==> src/hdl/cs_pkg.sv <==
// Purpose: Constants and carriers for chip-select and bus termination
// Assumes: One 100 MHz clock, synchronous active-low reset
// Notes:   Chip-select configuration travels as one packed struct per select
package cs_pkg;
    localparam int NUM_CS       = 4;
    localparam int BOOT_CS      = 0;
    localparam int ADDR_W       = 24;
    localparam int CMP_LSB      = 11;
    localparam int CMP_W        = ADDR_W - CMP_LSB;
    localparam int WAIT_W       = 4;
    localparam int TMO_W        = 8;
    // Clock rate and per-wait-state period
    localparam int CLK_MHZ      = 100;
    localparam int CLK_PERIOD_NS = 1000 / CLK_MHZ;
    // A wait state is one clock period, whatever the rate
    localparam int WAIT_STATE_NS = CLK_PERIOD_NS;
    localparam int WAIT_STATE_CYC =
        (WAIT_STATE_NS + CLK_PERIOD_NS - 1) / CLK_PERIOD_NS;
    // Base cycle lengths, in clocks
    localparam int ZERO_WAIT_CYC = 3;
    localparam int FAST_TERM_CYC = 2;
    localparam logic [WAIT_W-1:0] BOOT_WAITS = 4'hD;
    localparam logic [TMO_W-1:0]  TMO_DEFAULT = 8'h40;
    localparam logic [WAIT_W-1:0] WAIT_ZERO = 4'h0;
    localparam logic [WAIT_W-1:0] WAIT_ONE  = 4'h1;
    localparam logic [TMO_W-1:0]  TMO_ZERO  = 8'h00;
    localparam logic [TMO_W-1:0]  TMO_ONE   = 8'h01;

    typedef enum logic [1:0] {
        SIZE_NONE = 2'h0,
        SIZE_8    = 2'h1,
        SIZE_16   = 2'h2
    } port_size_e;

    typedef struct packed {
        logic              enable;
        logic [CMP_W-1:0]  base;
        logic [CMP_W-1:0]  mask;      // 1 = compared address bit
        logic              port16;
        logic              upper;
        logic              lower;
        logic              rd_en;
        logic              wr_en;
        logic              on_ds;     // 0 = address strobe, 1 = data strobe
        logic              fast;      // fast termination
        logic              sp_check;
        logic [1:0]        space;
        logic [WAIT_W-1:0] waits;
    } cs_cfg_s;

    localparam cs_cfg_s CFG_OFF = '0;
    localparam cs_cfg_s CFG_BOOT = '{
        enable: 1'b1, base: '0, mask: '0, port16: 1'b1,
        upper: 1'b1, lower: 1'b1, rd_en: 1'b1, wr_en: 1'b1,
        on_ds: 1'b0, fast: 1'b0, sp_check: 1'b0, space: 2'h0,
        waits: BOOT_WAITS};

    typedef struct packed {
        logic              as;
        logic              ds;
        logic              rw;        // 1 = read
        logic              upper;
        logic              lower;
        logic [1:0]        space;
        logic [ADDR_W-1:0] addr;
    } bus_req_s;
endpackage

==> src/hdl/cs_match.sv <==
// Purpose: Address and qualifier match of one chip select
// Assumes: Bus request stable during the access
// Notes:   Pure combinational compare
`timescale 1ns/10ps
module cs_match (
    input  cs_pkg::cs_cfg_s  cfg,
    input  cs_pkg::bus_req_s req,
    output logic             hit
);
    logic [cs_pkg::CMP_W-1:0] a_hi;
    logic                     a_ok;
    logic                     q_ok;

    always_comb begin
        a_hi = req.addr[cs_pkg::ADDR_W-1:cs_pkg::CMP_LSB];
        a_ok = ((a_hi ^ cfg.base) & cfg.mask) == '0;
        q_ok = (cfg.on_ds ? req.ds : req.as)
             & (req.rw ? cfg.rd_en : cfg.wr_en)
             & ((req.upper & cfg.upper) | (req.lower & cfg.lower))
             & (!cfg.sp_check || (req.space == cfg.space));
        hit  = cfg.enable & a_ok & q_ok;
    end
endmodule // cs_match

==> src/hdl/cs_term.sv <==
// Purpose: Chip selects, size acknowledge, bus monitor, double-fault reset
// Assumes: Configuration ports come from software-written storage
// Notes:   Outputs held inactive during reset except boot defaults
//
// Overview of operation
// - Bus cycle stays open until a size acknowledge, an external acknowledge or a bus fault.
// - A matching chip select drives the size acknowledge itself.
// - Each non-fast select delays its acknowledge by its programmed wait count.
// - Each wait state adds exactly one clock period.
// - Bus monitor raises bus fault on timeout; default 64 cycles.
// - Bus fault on two consecutive cycles forces a device reset.
// - Bus monitor is disabled after reset.
// - Only the boot select is active after reset.
// - Boot select: address strobe, both halves, read/write, 13 waits.
// - Qualify by strobe and space; compare A23..A11 to base.
// - Unmatched access gets no acknowledge from this logic.
// - Zero waits leave the memory the full selected window.
// - Zero-wait access is three clocks; fast termination two.
// - Base at 2 KB granularity; 8- or 16-bit port width.
`timescale 1ns/10ps
module cs_term (
    input  wire logic                             clk,
    input  wire logic                             rst_n,
    input  cs_pkg::bus_req_s                      req,
    input  wire logic                             ext_ack,
    input  wire logic                             cfg_we,
    input  wire logic [$clog2(cs_pkg::NUM_CS)-1:0] cfg_idx,
    input  cs_pkg::cs_cfg_s                       cfg_wdata,
    input  wire logic                             mon_en_we,
    input  wire logic                             mon_en_wdata,
    input  wire logic                             tmo_we,
    input  wire logic [cs_pkg::TMO_W-1:0]         tmo_wdata,
    output logic [cs_pkg::NUM_CS-1:0]             cs_n,
    output cs_pkg::port_size_e                    size_acknowledge,
    output logic                                  bus_fault,
    output logic                                  force_reset,
    output logic                                  cycle_done,
    output logic                                  mon_en
);
    // ****************************************
    // State record
    // ****************************************
    typedef enum logic [1:0] {ST_IDLE, ST_WAIT, ST_END} state_e;

    typedef struct packed {
        cs_pkg::cs_cfg_s [cs_pkg::NUM_CS-1:0] cfg;
        state_e                               st;
        logic [cs_pkg::NUM_CS-1:0]            sel;
        logic [cs_pkg::WAIT_W:0]              cnt;
        logic [cs_pkg::TMO_W-1:0]             tmo_cnt;
        logic [cs_pkg::TMO_W-1:0]             tmo;
        logic                                 mon_en;
        logic                                 last_fault;
        cs_pkg::port_size_e                   ack;
        logic                                 fault;
        logic                                 frst;
        logic                                 done;
    } state_s;

    state_s st_r;
    state_s st_nxt;
    logic [cs_pkg::NUM_CS-1:0] hit;
    logic                      any_hit;
    logic [cs_pkg::NUM_CS-1:0] win;
    logic [cs_pkg::WAIT_W:0]   need;
    logic                      fast_sel;
    logic                      port16_sel;
    logic                      end_cycle;

    // ****************************************
    // Address match, one compare per select
    // ****************************************
    // Each compare sees the live request, so a hit follows the bus
    genvar g;
    generate
        for (g = 0; g < cs_pkg::NUM_CS; g++) begin : g_cs
            cs_match u_match (
                .cfg (st_r.cfg[g]),
                .req (req),
                .hit (hit[g])
            );
        end
    endgenerate

    // ****************************************
    // Priority among overlapping selects
    // ****************************************
    // Lowest index wins when regions overlap, so two
    // devices never drive the data bus at once
    always_comb begin
        any_hit    = |hit;
        win        = '0;
        need       = '0;
        fast_sel   = 1'b0;
        port16_sel = 1'b0;
        for (int i = cs_pkg::NUM_CS - 1; i >= 0; i--) begin
            if (hit[i]) begin
                win        = '0;
                win[i]     = 1'b1;
                // one wait state is WAIT_STATE_CYC clocks
                need       = (cs_pkg::WAIT_W + 1)'(st_r.cfg[i].waits
                             * cs_pkg::WAIT_STATE_CYC);
                fast_sel   = st_r.cfg[i].fast;
                port16_sel = st_r.cfg[i].port16;
            end
        end
    end

    // ****************************************
    // Next state
    // ****************************************
    always_comb begin
        st_nxt      = st_r;
        st_nxt.ack  = cs_pkg::SIZE_NONE;
        st_nxt.fault = 1'b0;
        st_nxt.frst = 1'b0;
        st_nxt.done = 1'b0;
        end_cycle   = 1'b0;
        if (cfg_we) begin
            st_nxt.cfg[cfg_idx] = cfg_wdata;
        end
        if (mon_en_we) begin
            st_nxt.mon_en = mon_en_wdata;
        end
        if (tmo_we) begin
            st_nxt.tmo = tmo_wdata;
        end
        case (st_r.st)
            // Monitor counts from the take edge; zero timeout is off
            ST_IDLE: begin
                st_nxt.tmo_cnt = cs_pkg::TMO_ONE;
                if (req.as) begin
                    st_nxt.sel = win;
                    st_nxt.cnt = '0;
                    st_nxt.st  = ST_WAIT;
                end
            end
            ST_WAIT: begin
                st_nxt.sel     = st_r.sel & hit;
                st_nxt.tmo_cnt = st_r.tmo_cnt + cs_pkg::TMO_ONE;
                st_nxt.cnt     = st_r.cnt + 1'b1;
                if (!req.as) begin
                    st_nxt.st  = ST_IDLE;
                    st_nxt.sel = '0;
                end else if (any_hit && (fast_sel
                             || st_r.cnt > need)) begin
                    // normal ack trails fast by a clock
                    // giving three clocks at zero waits against two
                    st_nxt.ack = port16_sel ? cs_pkg::SIZE_16
                                            : cs_pkg::SIZE_8;
                    end_cycle  = 1'b1;
                end else if (!any_hit && ext_ack) begin
                    end_cycle  = 1'b1;
                end else if (st_r.mon_en && st_r.tmo != cs_pkg::TMO_ZERO
                             && st_r.tmo_cnt >= st_r.tmo) begin
                    st_nxt.fault = 1'b1;
                    end_cycle    = 1'b1;
                    if (st_r.last_fault) begin
                        st_nxt.frst = 1'b1;
                    end
                end
                if (end_cycle) begin
                    st_nxt.done       = 1'b1;
                    st_nxt.last_fault = st_nxt.fault;
                    st_nxt.sel        = '0;
                    st_nxt.st         = ST_END;
                end
            end
            ST_END: begin
                // Wait for the strobe to drop before a new cycle;
                // taking it again here would repeat the same access
                st_nxt.sel = '0;
                if (!req.as) begin
                    st_nxt.st = ST_IDLE;
                end
            end
            default: begin
                st_nxt.st = ST_IDLE;
            end
        endcase
    end

    // ****************************************
    // State register
    // ****************************************
    // Whole record cleared first; boot select then gets its defaults
    always_ff @(posedge clk) begin
        if (!rst_n) begin
            st_r            <= '0;
            for (int i = 0; i < cs_pkg::NUM_CS; i++) begin
                st_r.cfg[i] <= cs_pkg::CFG_OFF;
            end
            st_r.cfg[cs_pkg::BOOT_CS] <= cs_pkg::CFG_BOOT;
            st_r.st         <= ST_IDLE;
            st_r.tmo        <= cs_pkg::TMO_DEFAULT;
            st_r.mon_en     <= 1'b0;
            st_r.ack        <= cs_pkg::SIZE_NONE;
        end else begin
            st_r <= st_nxt;
        end
    end

    // ****************************************
    // Outputs
    // ****************************************
    // Select held from match through last wait state
    assign cs_n             = ~st_r.sel;
    assign size_acknowledge = st_r.ack;
    assign bus_fault        = st_r.fault;
    assign force_reset      = st_r.frst;
    assign cycle_done       = st_r.done;
    assign mon_en           = st_r.mon_en;
endmodule // cs_term

==> config.mk <==
export PLATFORM = sky130hd
export DESIGN_NAME = cs_term
export DESIGN_NICKNAME = d
export VERILOG_FILES = /design/src/hdl/cs_pkg.sv /design/src/hdl/cs_match.sv /design/src/hdl/cs_term.sv
export SDC_FILE = /design/constraint.sdc
export NUM_CORES = 1
export LEC_CHECK = 0
export BUFFER_PORTS_ARGS = -buffer_cell sky130_fd_sc_hd__buf_2
export CAP_MARGIN = 0
export CORE_MARGIN = 2
export CORE_UTILIZATION = 60
export CTS_BUF_LIST = sky130_fd_sc_hd__clkbuf_2
export DETAILED_ROUTE_END_ITERATION = 7
export PLACE_DENSITY_LB_ADDON = 0.08
export SYNTH_ARGS = -nofsm -noshare
export SYNTH_HDL_FRONTEND = slang
export SYNTH_SLANG_ARGS = --single-unit
==> constraint.sdc <==
create_clock -name clk -period 5.8 [get_ports clk]
set_clock_uncertainty 0.15 [all_clocks]
set_input_delay 1.16 -clock clk [delete_from_list [all_inputs] [get_ports clk]]
set_output_delay 1.16 -clock clk [all_outputs]
set_load 0.005 [all_outputs]
== Word-level counts from Yosys, hierarchy flattened ==
Index checks and enable logic that the tools add are counted.

* Bits in registers: 198
* Bits in latches: 0
* RAM bits: 0
* Memory bits (read-only): 0
* Bits of input ports: 89
* Output and inout bits: 10
* Word-level logic and storage cells: 201
* Memories kept: 0

* Add/sub/neg operators: 2
* $mul: 0
* Divide/modulo/power cells: 0
* Magnitude comparators: 4
* Eq/ne operators: 9
* Shift operators: 0
* Muxes and demuxes: 46
* Bitwise logic cells: 46
* Reduce and logical (&&, ||, !) cells: 31

{| class="wikitable"
|+ Operators by type and width
! operator !! count
|-
| bitwise mux 164 bit || 1
|-
| demux 41 bit (select 2 bit) || 1
|-
| AND 13 bit || 4
|-
| zero test 13 bit || 4
|-
| XOR 13 bit || 4
|-
| two-way mux 41 bit || 1
|-
| AND 1 bit || 28
|-
| one-hot mux 13 bit (2 select lines) || 1
|-
| two-way mux 1 bit || 23
|-
| two-way mux 4 bit || 5
|-
| two-way mux 5 bit || 3
|-
| two-way mux 2 bit || 6
|-
| two-way mux 6 bit || 2
|-
| one-hot mux 4 bit (3 select lines) || 1
|-
| two-way mux 11 bit || 1
|-
| adder 8 x 1 -> 8 bit (second input constant) || 1
|-
| == test 2 bit || 4
|-
| greater-or-equal comparator 8 bit || 1
|-
| AND reduction 2 bit || 4
|-
| nonzero test 8 bit || 1
|-
| one-hot mux 2 bit (3 select lines) || 1
|-
| OR reduction 6 bit || 1
|-
| adder 5 x 1 -> 5 bit (second input constant) || 1
|-
| > comparator 5 bit || 1
|-
| other kinds (19) || 38
|}

== Depth between registers and ports, before layout ==
* Depth in word-level cells: 17
* Mapped depth: 19
* Gate-level depth less buffers: 17

== By module ==
From an unflattened synthesis, not the netlist that was laid out.

* Cells, all modules: 1085
* Area total of the unflattened synthesis: 8707.1 um^2

{| class="wikitable"
|+ Modules (own cells, without submodules)
! module !! instances !! cells each !! area each (um^2)
|-
| cs_term || 1 || 973 || 7651.1
|-
| cs_match || 4 || 28 || 264.0
|}

== Worst setup path before layout ==
Ideal clock, no wire load.

* Path kind: input to register
* From: input req[28] (netlist name)
* To: register st_r[29] (netlist name)
* Library setup time: 93 ps
* Arrival: 4765 ps
* Data required time: 5557 ps
* Path slack: 792 ps
* Stages on the path: 16
* Buffers on the path: 1
* Cell sequence: buf_4 -> mux2i_1 -> nor4b_1 -> nand3_1 -> nor3_1 -> inv_1 -> mux2_2 -> mux2i_1 -> ha_1 -> o21a_1 -> o21a_1 -> o21a_1 -> a211o_1 -> a211o_1 -> a2111o_1 -> o32ai_1

* Cells in the longest elaborated chain, start to end: 17

{| class="wikitable"
|+ Ends and longest elaborated chain
! item !! RTL line !! RTL
|-
| from (decl) || cs_term.sv:24 || <nowiki>input cs_pkg::bus_req_s req,</nowiki>
|-
| two-way mux 1 bit || cs_match.sv:18 || <nowiki>& (req.rw ? cfg.rd_en : cfg.wr_en)</nowiki>
|-
| AND 1 bit || cs_match.sv:18 ||
|-
| AND 1 bit || cs_match.sv:19 || <nowiki>& ((req.upper & cfg.upper) | (req.lower & cfg.lower))</nowiki>
|-
| AND 1 bit || cs_match.sv:20 || <nowiki>& (!cfg.sp_check || (req.space == cfg.space));</nowiki>
|-
| AND 1 bit || cs_match.sv:21 || <nowiki>hit = cfg.enable & a_ok & q_ok;</nowiki>
|-
| two-way mux 4 bit || cs_term.sv:97 || <nowiki>if (hit[i]) begin</nowiki>
|-
| two-way mux 5 bit (3 in series) || cs_term.sv:97 ||
|-
| > comparator 5 bit || cs_term.sv:146 || <nowiki>|| st_r.cnt > need)) begin</nowiki>
|-
| logical OR 1 bit || cs_term.sv:146 ||
|-
| logical AND 1 bit || cs_term.sv:145 || <nowiki>end else if (any_hit && (fast_sel</nowiki>
|-
| two-way mux 1 bit || cs_term.sv:145 ||
|-
| two-way mux 1 bit || cs_term.sv:142 || <nowiki>if (!req.as) begin</nowiki>
|-
| two-way mux 1 bit || cs_term.sv:128 || <nowiki>case (st_r.st)</nowiki>
|-
| two-way mux 6 bit || cs_term.sv:162 || <nowiki>if (end_cycle) begin</nowiki>
|-
| one-hot mux 4 bit (3 select lines) * || cs_term.sv:128 ||
|-
| to (signal assigned) || cs_term.sv:199 || <nowiki>st_r <= st_nxt;</nowiki>
|-
| to (decl) || cs_term.sv:60 || <nowiki>state_s st_r;</nowiki>
|}

Every way passes the cells marked *; elsewhere a longest branch is shown, timed or not. The select of a mux whose other input is x is not followed.
A chain may end at the register's enable or synchronous reset.

== Worst setup path after layout ==
* From: input req[30] (netlist name)
* To: register st_r[29] (netlist name)

* Cells in the longest elaborated chain, start to end: 17

{| class="wikitable"
|+ Ends and longest elaborated chain
! item !! RTL line !! RTL
|-
| two-way mux 1 bit || cs_match.sv:17 || <nowiki>q_ok = (cfg.on_ds ? req.ds : req.as)</nowiki>
|-
| AND 1 bit || cs_match.sv:18 ||
|-
| AND 1 bit || cs_match.sv:19 ||
|-
| AND 1 bit || cs_match.sv:20 ||
|-
| AND 1 bit || cs_match.sv:21 ||
|-
| two-way mux 4 bit || cs_term.sv:97 ||
|-
| two-way mux 5 bit (3 in series) || cs_term.sv:97 ||
|-
| > comparator 5 bit || cs_term.sv:146 ||
|-
| logical OR 1 bit || cs_term.sv:146 ||
|-
| logical AND 1 bit || cs_term.sv:145 ||
|-
| two-way mux 1 bit || cs_term.sv:145 ||
|-
| two-way mux 1 bit || cs_term.sv:142 ||
|-
| two-way mux 1 bit || cs_term.sv:128 ||
|-
| two-way mux 6 bit || cs_term.sv:162 ||
|-
| one-hot mux 4 bit (3 select lines) || cs_term.sv:128 ||
|}

Parallel ways exist; a longest one is shown, timed or not. The select of a mux whose other input is x is not followed.

==> results.yml <==
layout:
  fillers: 1302
  seqCellArea_um2: 3964
  fin_area_um2: 9405
  drive_above_1_share: 0.1202
  final_cells: 1351
  multi_input_area_um2: 4402
  area_delta_synth_final_pct: 7.956
  nNetsFinal: 1259
  fin_util: 0.6546
global_routing:
  grt_max_degree: 97
  antenna_found_initial: 2
  overflow: 0
  grt_pass1_vias: 6892
  grt_util_all_layers: 0.2742
  grt_pass1_wl_um: 34370
synth:
  synthArstFlopShare: 0
  synth_flop_cell: "dfxtp_1"
  syn_nets: 1211
  synth.avg_cell_area_um2: 7.884
  syn-cell-area_um2: 8712
  synth.most_common_cell: "nand2_1"
  synth_edf_count: 0
  ys_warn_count: 0
  syn_inst: 1105
  synth_area_leaders: "dfxtp_1 (45%), nand2_1 (16%), a21oi_1 (9.9%)"
  synth_top_cell_by_area: "dfxtp_1"
  yosysTopAreaCellShare: 0.4550
  synth.distinct_cells: 54
  yosys-top-cells-count: "nand2_1 (361), dfxtp_1 (198), a21oi_1 (173)"
  ys_seq_area_frac: 0.4550
  ys_ff_latch: 198
route:
  ant_nets: 0
  drc: 0
  first_pass_iters: 6
  vias_per_cell: 5.624
  dr.first_iter.drc_count: 676
  wire_per_inst_um: 15.75
  vias: 7598
  drt-total-wl_um: 21290
timing:
  fin_crit_sh: 0.8261
  rsz0062_at_grt: "false"
  hold_viol: 0
  min_period_ns: 4.791
  slew_viol_final: 0
  setup_viol: 0
  worst_pin_slew_ns: 1.213
  maxSlewHeadroom: 0.1839
  holdWs_ns: 0.2772
  final.setup.worst_slack_ns: 1.009
  clock.fmax_ghz: 0.2087
  tns_ns: 0
power_and_ir_drop:
  switching_share: 0.3078
  p_leak_nw: 3.685
  p_total_mw: 2.482
  switching_power_mw: 0.7640
  pwr_density_cell_nw_per_um2: 263.9
  pwr-share-clk: 0.249
  p_comb_frac: 0.164
  seq_power_share: 0.587
  power.internal_mw: 1.718
  ir_worst_vdd_mv: 0.1938
floorplanning:
  rows: 44
  die_height_um: 124.5
  ios: 99
  core_area_um2: 14370
  die_w_um: 124.5
  dieArea_um2: 15500
  initial_utilization: 0.6063
critical_path:
  critPathArrivalTime_ns: 5.29
  critPathLaunchType: "input port"
  crit_required_ns: 6.29
  crit_buf_inv: 2
  crit_type: "input port to flop"
  cpMostUsedCell: "o21a_1"
  path_cells: "buf_2 -> mux2i_1 -> nor4b_1 -> nand3_1 -> nor3_1 -> inv_1 -> mux2_2 -> mux2i_1 -> ha_1 -> o21a_1 -> o21a_1 -> o21a_1 -> a211o_1 -> a211o_1 -> a2111o_1 -> o32ai_1"
  worstPathMaxFanout: 9
  cp_slowest_cell: "nor4b_1"
  cpPeakStageDelay_ns: 0.46
  endpoint_kind: "flop"
  crit_family: "compound AO/OA/AOI/OAI gates"
  rrSetupSlack_ns: 1.25
clock_network:
  post_cts_buffers: 0
  cts_resized: 0
  cts_buffers: 17
  worstSkewPairLatency_ns: 0.76
  clockRootBuffer: "clkbuf_2"
  path_clk_slew_ns: 0.27
  cts_buffer_depth: 2
  ctsHoldBuffers: 0
  h-tree-depth: 4
  cts_tree: "done"
  cts_num_sinks: 198
place:
  dp.final_hpwl_um: 14040
  dp.cells: 1318
  pre_cts_ws_ns: 0.3519
  port_buffers: 87
  post_dp_cell_area_um2: 9203
  gp_congestion: 0.8323
run_status:
  status: "finished, final reports clean"
run:
  drv_cap: 0
worst_hold_path:
  hold_class: "flop to flop"
## worst register-to-register path: cells and delay by family, from the launching register on
family / cells / cell delay, ns
adder cells (fa/ha/maj): 1 / 0.26
multiplexers: 3 / 0.56
flip-flops: 1 / 0.40
AO/OA/AOI/OAI: 7 / 1.76
buffers and inverters: 1 / 0.26
AND/OR/NAND/NOR: 3 / 1.08
## routing by layer
metal  vias up  share of wire  GRT usage
li1       3811              -          -
met1      3576           0.45     0.3633
met2       187           0.48     0.4577
met3        24          0.053    0.05541
met4         0          0.016    0.07403
met5         -              0          0
## kinds of logic (layout without fill, tap and decap cells)
family	after synthesis	after routing	synth area share
AO/OA/AOI/OAI	250	250	0.1677
XOR/XNOR	60	60	0.06032
adder cells (fa/ha/maj)	17	17	0.02441
buffers and inverters	93	153	0.04237
flip-flops	198	198	0.4550
multiplexers	25	25	0.02901
other	0	2	0
AND/OR/NAND/NOR	462	462	0.2212
## final cells by class
type                    instances  area share
diodes                          2   0.0005321
well taps                     184     0.02448
flip-flops and latches        198      0.4214
repair buffers                 97     0.05428
clock buffers                  19     0.01011
inverters                      25     0.01024
multi-input cells             814      0.4680
clock inverters                12     0.01091
## cells in the final DEF (no fill, tap or decap), drive strengths merged, types with 3 or more instances in the layout
| cell | n |
|---|---|
| nor2b | 3 |
| nand2b | 3 |
| a31oi | 3 |
| a21oi | 173 |
| xor2 | 60 |
| o211ai | 4 |
| nand3 | 25 |
| nor2 | 21 |
| nand2 | 361 |
| inv | 28 |
| or2 | 4 |
| nor3b | 3 |
| clkbuf | 19 |
| nor4 | 7 |
| clkinv | 7 |
| a22oi | 29 |
| nand4 | 8 |
| o21ai | 13 |
| or3 | 4 |
| o21a | 4 |
| dfxtp | 198 |
| nor4b | 5 |
| buf | 97 |
| mux2i | 23 |
| ha | 17 |
| nor3 | 9 |
## flip-flops by register name (all words and copies together), names as in the netlist
| signal | count |
|---|---|
| bus_fault | 1 |
| cycle_done | 1 |
| force_reset | 1 |
| mon_en | 1 |
| size_acknowledge | 2 |
| st_r | 192 |
## worst paths after layout
check,from,endpoint,cells past startpoint
worst max-delay path,req[30],st_r[29],16
worst min-delay path,st_r[5],force_reset,2
worst max register to register,st_r[85],st_r[29],15
worst min register to register,st_r[5],force_reset,2
## power groups by stage
stage          clock (mW)  sequential, mW  combinational (mW)
6_report            0.619            1.46               0.406
5_1_grt             0.673            1.47               0.457
4_1_cts             0.629            1.46               0.406
3_5_place_dp            0            1.48               0.403
3_3_place_gp            0            1.48               0.398
2_1_floorplan           0            1.47               0.278
Power figures use the tool's default switching activity.
